File: src/design/aptlb_map.vh
// register offsets, field positions and reset values for the aperture tlb
`ifndef APTLB_MAP_VH
`define APTLB_MAP_VH
`define APTLB_CTRL_OFFSET    8'hb0
`define APTLB_CTRL_RESET     32'h00000000
`define APTLB_EN_BIT         7
`define APTLB_OVR_BIT        0
`define APTLB_RATE_FORCED    3'h1
`define APTLB_WIDTH_LOW      8
`endif

File: src/design/aptlb_cache.v
// aperture translation cache: tags, entries, valid bits and lru order
`timescale 1ns/1ps
module aptlb_cache #(
    parameter ENTRIES = 8,
    parameter IDX_W   = 3,
    parameter TAG_W   = 20,
    parameter DATA_W  = 32
) (
    input  wire              ref_clk_i,
    input  wire              sys_rst_i,
    input  wire              flush_i,
    input  wire [TAG_W-1:0]  look_tag_i,
    output reg               hit_o,
    output reg  [DATA_W-1:0] hit_data_o,
    input  wire              touch_i,
    input  wire              fill_i,
    input  wire [TAG_W-1:0]  fill_tag_i,
    input  wire [DATA_W-1:0] fill_data_i,
    input  wire              fill_valid_i
);
    reg [TAG_W-1:0]  tag_r   [0:ENTRIES-1];
    reg [DATA_W-1:0] data_r  [0:ENTRIES-1];
    reg              valid_r [0:ENTRIES-1];
    reg              evalid_r[0:ENTRIES-1];
    reg [IDX_W-1:0]  age_r   [0:ENTRIES-1];
    reg [IDX_W-1:0]  hit_idx;
    reg [IDX_W-1:0]  lru_idx;
    reg [IDX_W-1:0]  use_idx;
    integer          i;
    integer          j;

    always @* begin
        hit_o      = 1'b0;
        hit_data_o = {DATA_W{1'b0}};
        hit_idx    = {IDX_W{1'b0}};
        lru_idx    = {IDX_W{1'b0}};
        for (i = 0; i < ENTRIES; i = i + 1) begin
            // invalid-marked entries still hit so they are not refetched
            if (valid_r[i] && tag_r[i] == look_tag_i) begin
                hit_o      = 1'b1;
                hit_data_o = data_r[i];
                hit_idx    = i[IDX_W-1:0];
            end
            if (age_r[i] == {IDX_W{1'b1}})
                lru_idx = i[IDX_W-1:0];
        end
        use_idx = fill_i ? lru_idx : hit_idx;
    end

    always @(posedge ref_clk_i) begin
        for (j = 0; j < ENTRIES; j = j + 1) begin
            if (sys_rst_i) begin
                valid_r[j]  <= 1'b0;
                evalid_r[j] <= 1'b0;
                tag_r[j]    <= {TAG_W{1'b0}};
                data_r[j]   <= {DATA_W{1'b0}};
                age_r[j]    <= j[IDX_W-1:0];
            end else begin
                if (flush_i && !fill_i)
                    valid_r[j] <= 1'b0;
                if ((touch_i || fill_i) && age_r[j] < age_r[use_idx])
                    age_r[j] <= age_r[j] + 1'b1;
            end
        end
        if (!sys_rst_i && (touch_i || fill_i))
            age_r[use_idx] <= {IDX_W{1'b0}};
        if (!sys_rst_i && fill_i) begin
            valid_r[use_idx]  <= 1'b1;
            evalid_r[use_idx] <= fill_valid_i;
            tag_r[use_idx]    <= fill_tag_i;
            data_r[use_idx]   <= fill_data_i;
        end
    end
endmodule // aptlb_cache

File: src/design/aptlb_ctrl.v
// control register and translation flow for the aperture tlb
// What this block does
// - enable low flushes all cache entries
// - disabled: translations bypass the cache
// - disabled: aperture requests fetch table entry
// - disabled: valid fetched entries not cached
// - disabled: invalid fetched entries replace lru
// - enabled: normal lookup, fill, replacement
// - enable may change during an access
// - enable change waits for write-buffer flush
// - override makes rate field read 001
// - override forces 1x or 4x rate
// - rate code 001 means 1x or 4x
// limits: one translation in flight, and a request while busy is
// dropped; a write arriving while an enable change pends is dropped
// without completion, so software must wait for done before the next
// write
`timescale 1ns/1ps
`include "aptlb_map.vh"
module aptlb_ctrl #(
    parameter ENTRIES = 8,
    parameter IDX_W   = 3,
    parameter TAG_W   = 20,
    parameter DATA_W  = 32
) (
    input  wire              ref_clk_i,
    input  wire              sys_rst_i,
    input  wire              cfg_wr_i,
    input  wire              cfg_rd_i,
    input  wire [7:0]        cfg_addr_i,
    input  wire [3:0]        cfg_be_i,
    input  wire [31:0]       cfg_wdata_i,
    output reg  [31:0]       cfg_rdata_o,
    output reg               cfg_done_o,
    input  wire              wb_dirty_i,
    output reg               wb_flush_o,
    input  wire [2:0]        rate_true_i,
    output reg  [2:0]        rate_read_o,
    output reg               rate_forced_o,
    input  wire              xl_req_i,
    input  wire              xl_aperture_i,
    input  wire [TAG_W-1:0]  xl_tag_i,
    output reg               xl_done_o,
    output reg  [DATA_W-1:0] xl_entry_o,
    output reg               xl_bypass_o,
    output reg               mem_req_o,
    output reg  [TAG_W-1:0]  mem_tag_o,
    input  wire              mem_ack_i,
    input  wire [DATA_W-1:0] mem_data_i,
    input  wire              mem_valid_i
);
    localparam S_IDLE  = 2'h0;
    localparam S_FETCH = 2'h1;
    localparam S_WAIT  = 2'h2;

    ////////////////////////////////////////////////////////////////////////
    // control register and configuration write path
    reg              en_r;
    reg              ovr_r;
    reg              wpend_r;
    reg              wen_r;
    reg              wovr_r;
    wire             hit_ctrl;
    wire             wr_take;

    assign hit_ctrl = (cfg_addr_i == `APTLB_CTRL_OFFSET);
    assign wr_take  = cfg_wr_i && hit_ctrl && !wpend_r && cfg_be_i[0];

    // read image of the register: only the two live bits are stored
    reg  [31:0]      rdata_nxt;
    wire [2:0]       rate_nxt;

    always @* begin
        rdata_nxt = 32'h0;
        if (hit_ctrl) begin
            rdata_nxt[`APTLB_EN_BIT]  = en_r;
            rdata_nxt[`APTLB_OVR_BIT] = ovr_r;
        end
    end

    // forced code reads as 1x on older signalling, 4x on newer
    assign rate_nxt = ovr_r ? `APTLB_RATE_FORCED : rate_true_i;

    always @(posedge ref_clk_i) begin
        if (sys_rst_i) begin
            en_r          <= 1'b0;
            ovr_r         <= 1'b0;
            wpend_r       <= 1'b0;
            wen_r         <= 1'b0;
            wovr_r        <= 1'b0;
            cfg_done_o    <= 1'b0;
            cfg_rdata_o   <= `APTLB_CTRL_RESET;
            wb_flush_o    <= 1'b0;
            rate_read_o   <= 3'h0;
            rate_forced_o <= 1'b0;
        end else begin
            // write completion is a one-cycle pulse
            cfg_done_o <= 1'b0;
            if (cfg_wr_i && !wpend_r && !(hit_ctrl && cfg_be_i[0])) begin
                cfg_done_o <= 1'b1;
            end else if (wr_take) begin
                wen_r  <= cfg_wdata_i[`APTLB_EN_BIT];
                wovr_r <= cfg_wdata_i[`APTLB_OVR_BIT];
                // old enable stays in force until the write buffer drains,
                // so a table edit never races a dirty table entry
                if (cfg_wdata_i[`APTLB_EN_BIT] != en_r) begin
                    wpend_r    <= 1'b1;
                    wb_flush_o <= 1'b1;
                end else begin
                    // override alone takes effect at once
                    ovr_r      <= cfg_wdata_i[`APTLB_OVR_BIT];
                    cfg_done_o <= 1'b1;
                end
            end else if (wpend_r && !wb_dirty_i) begin
                en_r       <= wen_r;
                ovr_r      <= wovr_r;
                wpend_r    <= 1'b0;
                wb_flush_o <= 1'b0;
                cfg_done_o <= 1'b1;
            end
            if (cfg_rd_i)
                cfg_rdata_o <= rdata_nxt;
            rate_forced_o <= ovr_r;
            rate_read_o   <= rate_nxt;
        end
    end

    ////////////////////////////////////////////////////////////////////////
    // translation sequencing
    reg  [1:0]        st_r;
    reg  [1:0]        st_nxt;
    wire              c_hit;
    wire [DATA_W-1:0] c_data;
    reg               touch;
    reg               fill;

    // an aperture request is only taken while the sequencer is idle
    function xl_start;
        input [1:0] state;
        input       req;
        input       aperture;
        begin
            xl_start = (state == S_IDLE) && req && aperture;
        end
    endfunction

    // flush is a level: entries are cleared each cycle the cache is off and no fill is written
    aptlb_cache #(
        .ENTRIES (ENTRIES),
        .IDX_W   (IDX_W),
        .TAG_W   (TAG_W),
        .DATA_W  (DATA_W)
    ) aptlb_cache_inst (
        .ref_clk_i    (ref_clk_i),
        .sys_rst_i    (sys_rst_i),
        .flush_i      (!en_r),
        .look_tag_i   (xl_tag_i),
        .hit_o        (c_hit),
        .hit_data_o   (c_data),
        .touch_i      (touch),
        .fill_i       (fill),
        .fill_tag_i   (mem_tag_o),
        .fill_data_i  (mem_data_i),
        .fill_valid_i (mem_valid_i)
    );

    always @* begin
        st_nxt = st_r;
        touch  = 1'b0;
        fill   = 1'b0;
        case (st_r)
            S_IDLE: begin
                if (xl_start(st_r, xl_req_i, xl_aperture_i)) begin
                    if (en_r && c_hit)
                        touch = 1'b1;
                    else
                        st_nxt = S_FETCH;
                end
            end
            S_FETCH: st_nxt = S_WAIT;
            S_WAIT: begin
                if (mem_ack_i) begin
                    // en_r sampled at fill time so a mid-access change is safe
                    fill   = en_r || !mem_valid_i;
                    st_nxt = S_IDLE;
                end
            end
            default: st_nxt = S_IDLE;
        endcase
    end

    always @(posedge ref_clk_i) begin
        if (sys_rst_i) begin
            st_r        <= S_IDLE;
            xl_done_o   <= 1'b0;
            xl_entry_o  <= {DATA_W{1'b0}};
            xl_bypass_o <= 1'b0;
            mem_req_o   <= 1'b0;
            mem_tag_o   <= {TAG_W{1'b0}};
        end else begin
            st_r      <= st_nxt;
            xl_done_o <= 1'b0;
            // fetch request stands until the table answers
            mem_req_o <= (st_nxt == S_FETCH) || (st_nxt == S_WAIT);
            if (xl_start(st_r, xl_req_i, xl_aperture_i)) begin
                mem_tag_o   <= xl_tag_i;
                // bypass flag shows the enable in force at take time
                xl_bypass_o <= !en_r;
                if (touch) begin
                    xl_done_o  <= 1'b1;
                    xl_entry_o <= c_data;
                end
            end
            if (st_r == S_WAIT && mem_ack_i) begin
                xl_done_o  <= 1'b1;
                xl_entry_o <= mem_data_i;
            end
        end
    end
endmodule // aptlb_ctrl

File: config.mk
export PLATFORM = sky130hd
export DESIGN_NAME = aptlb_ctrl
export DESIGN_NICKNAME = d
export VERILOG_FILES = /design/src/design/aptlb_cache.v /design/src/design/aptlb_ctrl.v
export VERILOG_INCLUDE_DIRS = /design/src /design/src/design
export SDC_FILE = /design/constraint.sdc
export NUM_CORES = 1
export LEC_CHECK = 0
export BUFFER_PORTS_ARGS = -buffer_cell sky130_fd_sc_hd__buf_2
export CAP_MARGIN = 40
export CORE_ASPECT_RATIO = 1.25
export CORE_MARGIN = 3
export CORE_UTILIZATION = 30
export CTS_CLUSTER_SIZE = 30
export DETAILED_ROUTE_END_ITERATION = 16
export GPL_TIMING_DRIVEN = 0
export HOLD_SLACK_MARGIN = 0.03
export PLACE_DENSITY_LB_ADDON = 0.12
export SYNTH_ARGS = -nofsm -noshare
export SYNTH_HDL_FRONTEND = slang
export SYNTH_SLANG_ARGS = --single-unit
File: constraint.sdc
create_clock -name ref_clk_i -period 10.3 [get_ports ref_clk_i]
set_clock_uncertainty 0.05 [all_clocks]
set_input_delay 1.03 -clock ref_clk_i [delete_from_list [all_inputs] [get_ports ref_clk_i]]
set_output_delay 1.03 -clock ref_clk_i [all_outputs]
set_load 0.005 [all_outputs]
==> metrics.cfg, run 1 <==
[setup_path]
r2r-end = aptlb_cache_inst.age_r[0][2]
critPathKind = primary input to register
worstPathRequired_ns = 10.80
worstReg2RegStart = aptlb_cache_inst.tag_r[5][14]
reg2reg_depth = 14
cp.arrival_ns = 5.98
worstPathMaxFanout = 10
r2r_slack_ns = 5.09
critPathLaunchType = primary input
endpoint_kind = register

[worst_hold_path]
hold_path.class = register to register
min_to = xl_entry_o[3]
min_from = aptlb_cache_inst.data_r[7][3]
hold_path_depth = 2

[placed_design]
hpwl_um = 60000
port_buffers = 117
place_congestion = 0.819
placed_area_mm2 = 0.0277
post-place-cells = 3417

[yosys]
ys_top_cells_by_count = and2_1, edfxtp_1, nand2_1, xnor2_1, o21ai_0
async_reset_ff_frac = 0
synth_top_family_by_area = simple AND/OR/NAND/NOR gates
synth-xor-area-share = 0.0595
syn_area_mm2 = 0.0250
syn_area_per_cell_um2 = 11.6
synthTopCellsByArea = edfxtp_1, and2_1, dfxtp_1
ys_ff_latch = 517
synth_compound_area_frac = 0.0724
synthSimpleGateAreaFrac = 0.194
synth.mux.area_fraction = 0.0422
synth-main-ff-cell = edfxtp_1
yosysSeqAreaShare = 0.581
synth_top_cell_area_share = 0.500
yosysTopAreaCell = edfxtp_1
syn_inst = 2162
synth-warning-count = 0
ys_types = 64
synth_edf_count = 416
yosysMostFrequentCell = and2_1
yosys.area_share.adder = 0.0115

[clock_tree]
insertion_delay_ns = 0.63
htree_levels = 2
cts_hold_buf = 0
postCtsSetupRepairBufs = 0
clkTransAtPathRegs_ns = 0.06
clock-sinks = 517
cts_resized = 0
root_buffer = clkbuf_16
numCtsBuffers = 59
clockBufferDepth = 3
cts_tree = yes

[detailed_routing]
dr_total_vias = 17506
antenna_left = 0
drc = 0
wirelength_um = 85400
dr.first_iter.drc_count = 1187
post_drt_wl_per_cell_um = 24.2
viasPerCell = 4.95
drtPass1Iterations = 5

[sta]
fin_crit_ns = 5.48
post-route-period-util = 0.532
hold_viol = 0
tightest_slew_ns = 0.917
hold_slack_ns = 0.411
rsz0062_at_grt = no
relSlewSlack = 0.389
setup_violations = 0
drv_slew = 0
fmax_ghz = 0.183

[finish]
layout-drive-gt1-share = 0.148
design_area_mm2 = 0.0297
nets = 2538
multi_input_area_mm2 = 0.00970
fillCellCount = 8167
area_growth_pct = 18.8
register_area_mm2 = 0.0145
stdcell_count = 3534

[global_routing]
grt_pass1_vias = 17738
grt_antenna_before_repair = 10
grt_util_all_layers = 0.193
grt_max_degree = 51
grt_overflow = 0
grt_pass1_wl_um = 122000

[floorplan]
initial_core_util = 0.305
coreArea_mm2 = 0.0820
ios = 201
die_w_um = 264
rows = 117
die-area_mm2 = 0.0868
dieHeight_um = 329

[run]
cap_violations = 0

[power]
irDropWorstVdd_mv = 0.115
powerDensity_mw_per_mm2 = 161
power.total_mw = 4.78
p_leak_nw = 11.0

[status]
outcome = finished clean

-- layout by cell type, fill, tap and decap left out, drive strengths merged, types with 62 or more instances in the layout --
master,synthesis,routed
dfxtp,101,101
xnor2,128,128
and2,419,419
nand3,62,62
edfxtp,416,416
mux2i,66,66
clkbuf,91,172
o21ai,118,118
buf,69,224
a21oi,82,82
nand2,132,132
nor2,82,82
-- where the power goes --
part / total (mW) / internal (mW) / switching, mW
combinational: 0.263 / 0.0938 / 0.169
sequential: 2.35 / 2.31 / 0.0402
clock: 2.16 / 1.27 / 0.892
-- cell families (layout without fill, tap and decap cells) --
logic type / count (synthesis) / count (layout)
AOI/OAI and AO/OA: 297 / 297
DFF: 517 / 517
other: 1 / 35
buffers and inverters: 200 / 467
xor gates and xnor gates: 168 / 168
muxes: 99 / 99
and+or+nand+nor: 857 / 857
adders and majority gates: 23 / 23
-- area by class of cell --
type | count | share of cell area
well taps | 1071 | 0.0451
clock inverters | 31 | 0.0104
diodes | 5 | 0.000421
clock buffers | 81 | 0.0556
inverters | 40 | 0.00506
flip-flops and latches | 517 | 0.489
multi-input cells | 1474 | 0.327
plain buffers | 160 | 0.0281
repair buffers | 155 | 0.0399
-- registers in the layout, indices dropped and copies added, names as in the netlist --
register / flops
aptlb_cache_inst.age_r: 24
aptlb_cache_inst.data_r: 256
aptlb_cache_inst.tag_r: 160
aptlb_cache_inst.valid_r: 8
cfg_done_o: 1
cfg_rdata_o: 2
en_r: 1
mem_req_o: 1
mem_tag_o: 20
ovr_r: 1
rate_forced_o: 1
rate_read_o: 3
st_r: 2
wen_r: 1
wovr_r: 1
wpend_r: 1
xl_bypass_o: 1
xl_done_o: 1
xl_entry_o: 32
-- through the flow --
stage | setup TNS (ns) | setup WS, ns | util
6_report | 0 | 4.82 | 0.362
5_1_grt | 0 | 4.68 | 0.362
4_1_cts | 0 | 4.84 | 0.362
3_5_place_dp | 0 | 4.17 | 0.338
3_3_place_gp | -183.93 | -1.18 | 0.330
2_1_floorplan | 0 | 3.11 | -
-- worst max path at each step --
stage / from / end / cells past startpoint
2_1_floorplan: xl_tag_i[16] / aptlb_cache_inst.data_r[5][0] / 10
3_3_place_gp: xl_tag_i[14] / aptlb_cache_inst.data_r[7][27] / 11
3_5_place_dp: xl_tag_i[17] / aptlb_cache_inst.age_r[0][2] / 15
4_1_cts: xl_tag_i[17] / aptlb_cache_inst.age_r[0][2] / 15
5_1_grt: xl_tag_i[14] / aptlb_cache_inst.age_r[3][1] / 17
6_report: xl_tag_i[17] / aptlb_cache_inst.age_r[0][2] / 15
-- metal layers --
layer	wire [um]	track usage
met1	33700	0.227
met2	43400	0.343
met3	4270	0.0348
met4	4010	0.0843
met5	53	0
-- worst max-delay path, stage by stage --
cell and delay [ns]:
buf_4 0.20, xor2_1 0.21, nor4b_2 0.31, nand4b_1 0.17, nor4b_2 0.71, a311oi_2 0.19, o21ai_2 0.29, buf_6 0.21
clkbuf_1 0.53, a211oi_1 0.11, a21oi_1 0.74, ha_1 0.38, o32a_2 0.43, or3_1 0.31, a21oi_1 0.14
Note: power is estimated with default switching activity, not from simulation.
==> run 2, diff against run 1 <==
--- a/config.mk
+++ b/config.mk
@@ -6,6 +6,7 @@
 export SDC_FILE = /design/constraint.sdc
 export NUM_CORES = 1
 export LEC_CHECK = 0
+export ABC_AREA = 1
 export BUFFER_PORTS_ARGS = -buffer_cell sky130_fd_sc_hd__buf_2
 export CAP_MARGIN = 40
 export CORE_ASPECT_RATIO = 1.25
==> constraint.sdc (replaced) <==
create_clock -name ref_clk_i -period 4.9 [get_ports ref_clk_i]
set_clock_uncertainty 0.05 [all_clocks]
set_input_delay 0.49 -clock ref_clk_i [delete_from_list [all_inputs] [get_ports ref_clk_i]]
set_output_delay 0.49 -clock ref_clk_i [all_outputs]
set_load 0.005 [all_outputs]
==> metrics.cfg, run 2 <==
[detailed_routing]
dr_total_vias = 21395
post_drt_wl_per_cell_um = 22.8
dr_wl_met3_um = 3890
antenna_left = 0
dr.first_iter.drc_count = 1684
wl_met2_um = 50400
drtPass1Iterations = 5
wirelength_um = 99000
drc = 0
viasPerCell = 4.92
dr.max_layer_used = met4
wl_met1_um = 41100

[clock_tree]
htree_levels = 2
postCtsSetupRepairBufs = 0
clkTransAtPathRegs_ns = 0.06
insertion_delay_ns = 0.67
clockBufferDepth = 3
numCtsBuffers = 61
root_buffer = clkbuf_16
cts_tree = yes
clock-sinks = 517

[setup_path]
cp_top_family = simple AND/OR/NAND/NOR gates
crit_cells = 19
critPathLaunch = xl_tag_i[11]
critPathLaunchType = primary input
cp_slowest_cell = clkbuf_1
reg2reg_depth = 15
worstPathRequired_ns = 5.23
endpoint_kind = register
critPathBufInv = 5
cp.arrival_ns = 4.95
r2r-end = xl_entry_o[14]
worstReg2RegStart = aptlb_cache_inst.tag_r[0][17]
crit_path_cell_trace = buf_2 > inv_2 > nand2_1 > o21ai_0 > nor2_1 > nand4_1 > nor3_1 > nand2_1 > nand2_1 > nand2_1 > nand2_2 > nand2_4 > nand2_4 > buf_6 > nor2_1 > nand2_1 > clkbuf_1 > nand2_4 > buf_12
crit_end = aptlb_cache_inst.data_r[1][1]
critPathMaxStageDelay_ns = 0.68
critPathKind = primary input to register
r2r_slack_ns = 0.40
critPathMostFrequentCell = nand2_1
worstPathMaxFanout = 27

[worst_hold_path]
hold_path.class = primary input to register
min_from = wb_dirty_i

[yosys]
async_reset_ff_frac = 0
yosysTopAreaCell = edfxtp_1
yosysSeqAreaShare = 0.569
syn_area_mm2 = 0.0255
syn_inst = 2982
synthTopCellsByArea = edfxtp_1, nor2_1, nand2_1
synth-main-ff-cell = edfxtp_1
syn_area_per_cell_um2 = 8.55
synth_edf_count = 416
synth_top_cell_area_share = 0.490
ys_top_cells_by_count = nor2_1, nand2_1, edfxtp_1, inv_1, a21oi_1
yosysMostFrequentCell = nor2_1
ys_types = 50
ys_ff_latch = 517
synth-warning-count = 0

[floorplan]
dieHeight_um = 332
die-area_mm2 = 0.0885
coreArea_mm2 = 0.0836
initial_core_util = 0.305
ios = 201
rows = 118
die_w_um = 267

[global_routing]
grt_max_degree = 53
grt_overflow = 0
grt_pass1_vias = 21320
grt_pass1_wl_um = 143000
grt_antenna_before_repair = 0
grt_util_all_layers = 0.220

[status]
outcome = finished clean

[finish]
stdcell_count = 4350
nets = 3348
register_area_mm2 = 0.0145
fillCellCount = 8676
area_growth_pct = 17.8
largest_registers = aptlb_cache_inst.data_r x256, aptlb_cache_inst.tag_r x160, xl_entry_o x32
final_cell_mix = nor2_1, nand2_1, edfxtp_1
largest_reg_flops = 256
largest-register = aptlb_cache_inst.data_r
layout-drive-gt1-share = 0.116
multi_input_area_mm2 = 0.00938
final_common_cell = nor2_1

[placed_design]
hpwl_um = 70600
post-place-cells = 4229
port_buffers = 128
place_congestion = 0.909

[sta]
setup_violations = 0
post-route-period-util = 0.943
tightest_slew_ns = 0.860
relSlewSlack = 0.426
rsz0062_at_grt = no
setup_tns_ns = 0
drv_slew = 0
fmax_ghz = 0.216
fin_crit_ns = 4.62
hold_viol = 0

[power]
powerDensity_mw_per_mm2 = 348
p_leak_nw = 12.8
irDropWorstVdd_mv = 0.274

[run]
cap_violations = 0

==> run 2: cell count changes in the layout (fill, tap and decap cells not counted), sizes merged, moves of 66 or more <==
| cell | previous run | this run |
|---|---|---|
| nor2 | 82 | 736 |
| nand2 | 132 | 724 |
| and2 | 419 | 1 |
| mux2i | 66 | 0 |
| inv | 41 | 228 |
| xnor2 | 128 | 20 |
==> run 2: timing repair <==
action                                 4_1_cts  5_1_grt
resized for setup                            1        6
hold buffers                                 4        0
gates cloned                                 0        0
pin swaps                                    0        0
endpoints found under the hold margin        5        0
setup endpoints to repair                   20      151
==> run 2: worst min-delay path, cell delays in order <==
cell and delay (ns):
buf_2 0.11, nand2_1 0.06, a21oi_1 0.06
==> run 2: final cells by class <==
class                   count  area share
flip-flops and latches    517       0.483
clock inverters            38      0.0144
multi-input cells        2062       0.312
inverters                 274      0.0342
repair buffers            143      0.0289
plain buffers             158      0.0260
clock buffers              77      0.0559
well taps                1080      0.0450
diodes                      1   0.0000833
==> run 2: cell families (layout without fill, tap and decap cells) <==
kind of cell | Yosys count | in the layout | share of synthesized area
and+or+nand+nor | 1647 | 1647 | 0.265
DFF | 517 | 517 | 0.569
buffers and inverters | 432 | 690 | 0.0710
AOI/OAI and AO/OA | 337 | 337 | 0.0750
xor gates and xnor gates | 25 | 25 | 0.00859
adders and majority gates | 23 | 23 | 0.0113
other | 1 | 31 | 0.000147
==> run 2: how the worst min path moves through the flow <==
stage                         end  cells after the start  slack [ns]
after floorplan              en_r                      2        0.38
after global placement       en_r                      2        0.39
after detailed placement     en_r                      2        0.40
after CTS                 wpend_r                      3        0.03
after global routing      wpend_r                      3        0.07
final                     wpend_r                      3        0.07
==> run 2: power by group <==
| part | switching, mW | total, mW | internal [mW] |
|---|---|---|---|
| Combinational | 0.560 | 0.749 | 0.190 |
| Sequential | 0.0613 | 4.93 | 4.87 |
| Clock | 1.98 | 4.78 | 2.80 |
| Total | 2.60 | 10.5 | 7.86 |
==> run 2: per-stage QoR <==
step,setup WS (ns),area [um^2],power [mW],hold slack [ns],utilization
after floorplan,0.992,25600,5.41,0.380,-
after global placement,-2.27,27600,5.77,0.393,0.330
after detailed placement,-0.719,27800,5.78,0.396,0.333
after CTS,0.0711,30000,10.6,0.0303,0.359
after global routing,0.000513,30000,10.8,0.0670,0.359
final,0.277,30000,10.5,0.0651,0.359
==> run 2: metal layers <==
| metal | up-vias | track usage |
|---|---|---|
| met2 | 591 | 0.397 |
| met5 | - | 0 |
| met1 | 10442 | 0.274 |
| met3 | 167 | 0.0207 |
| li1 | 10195 | - |
| met4 | 0 | 0.0725 |
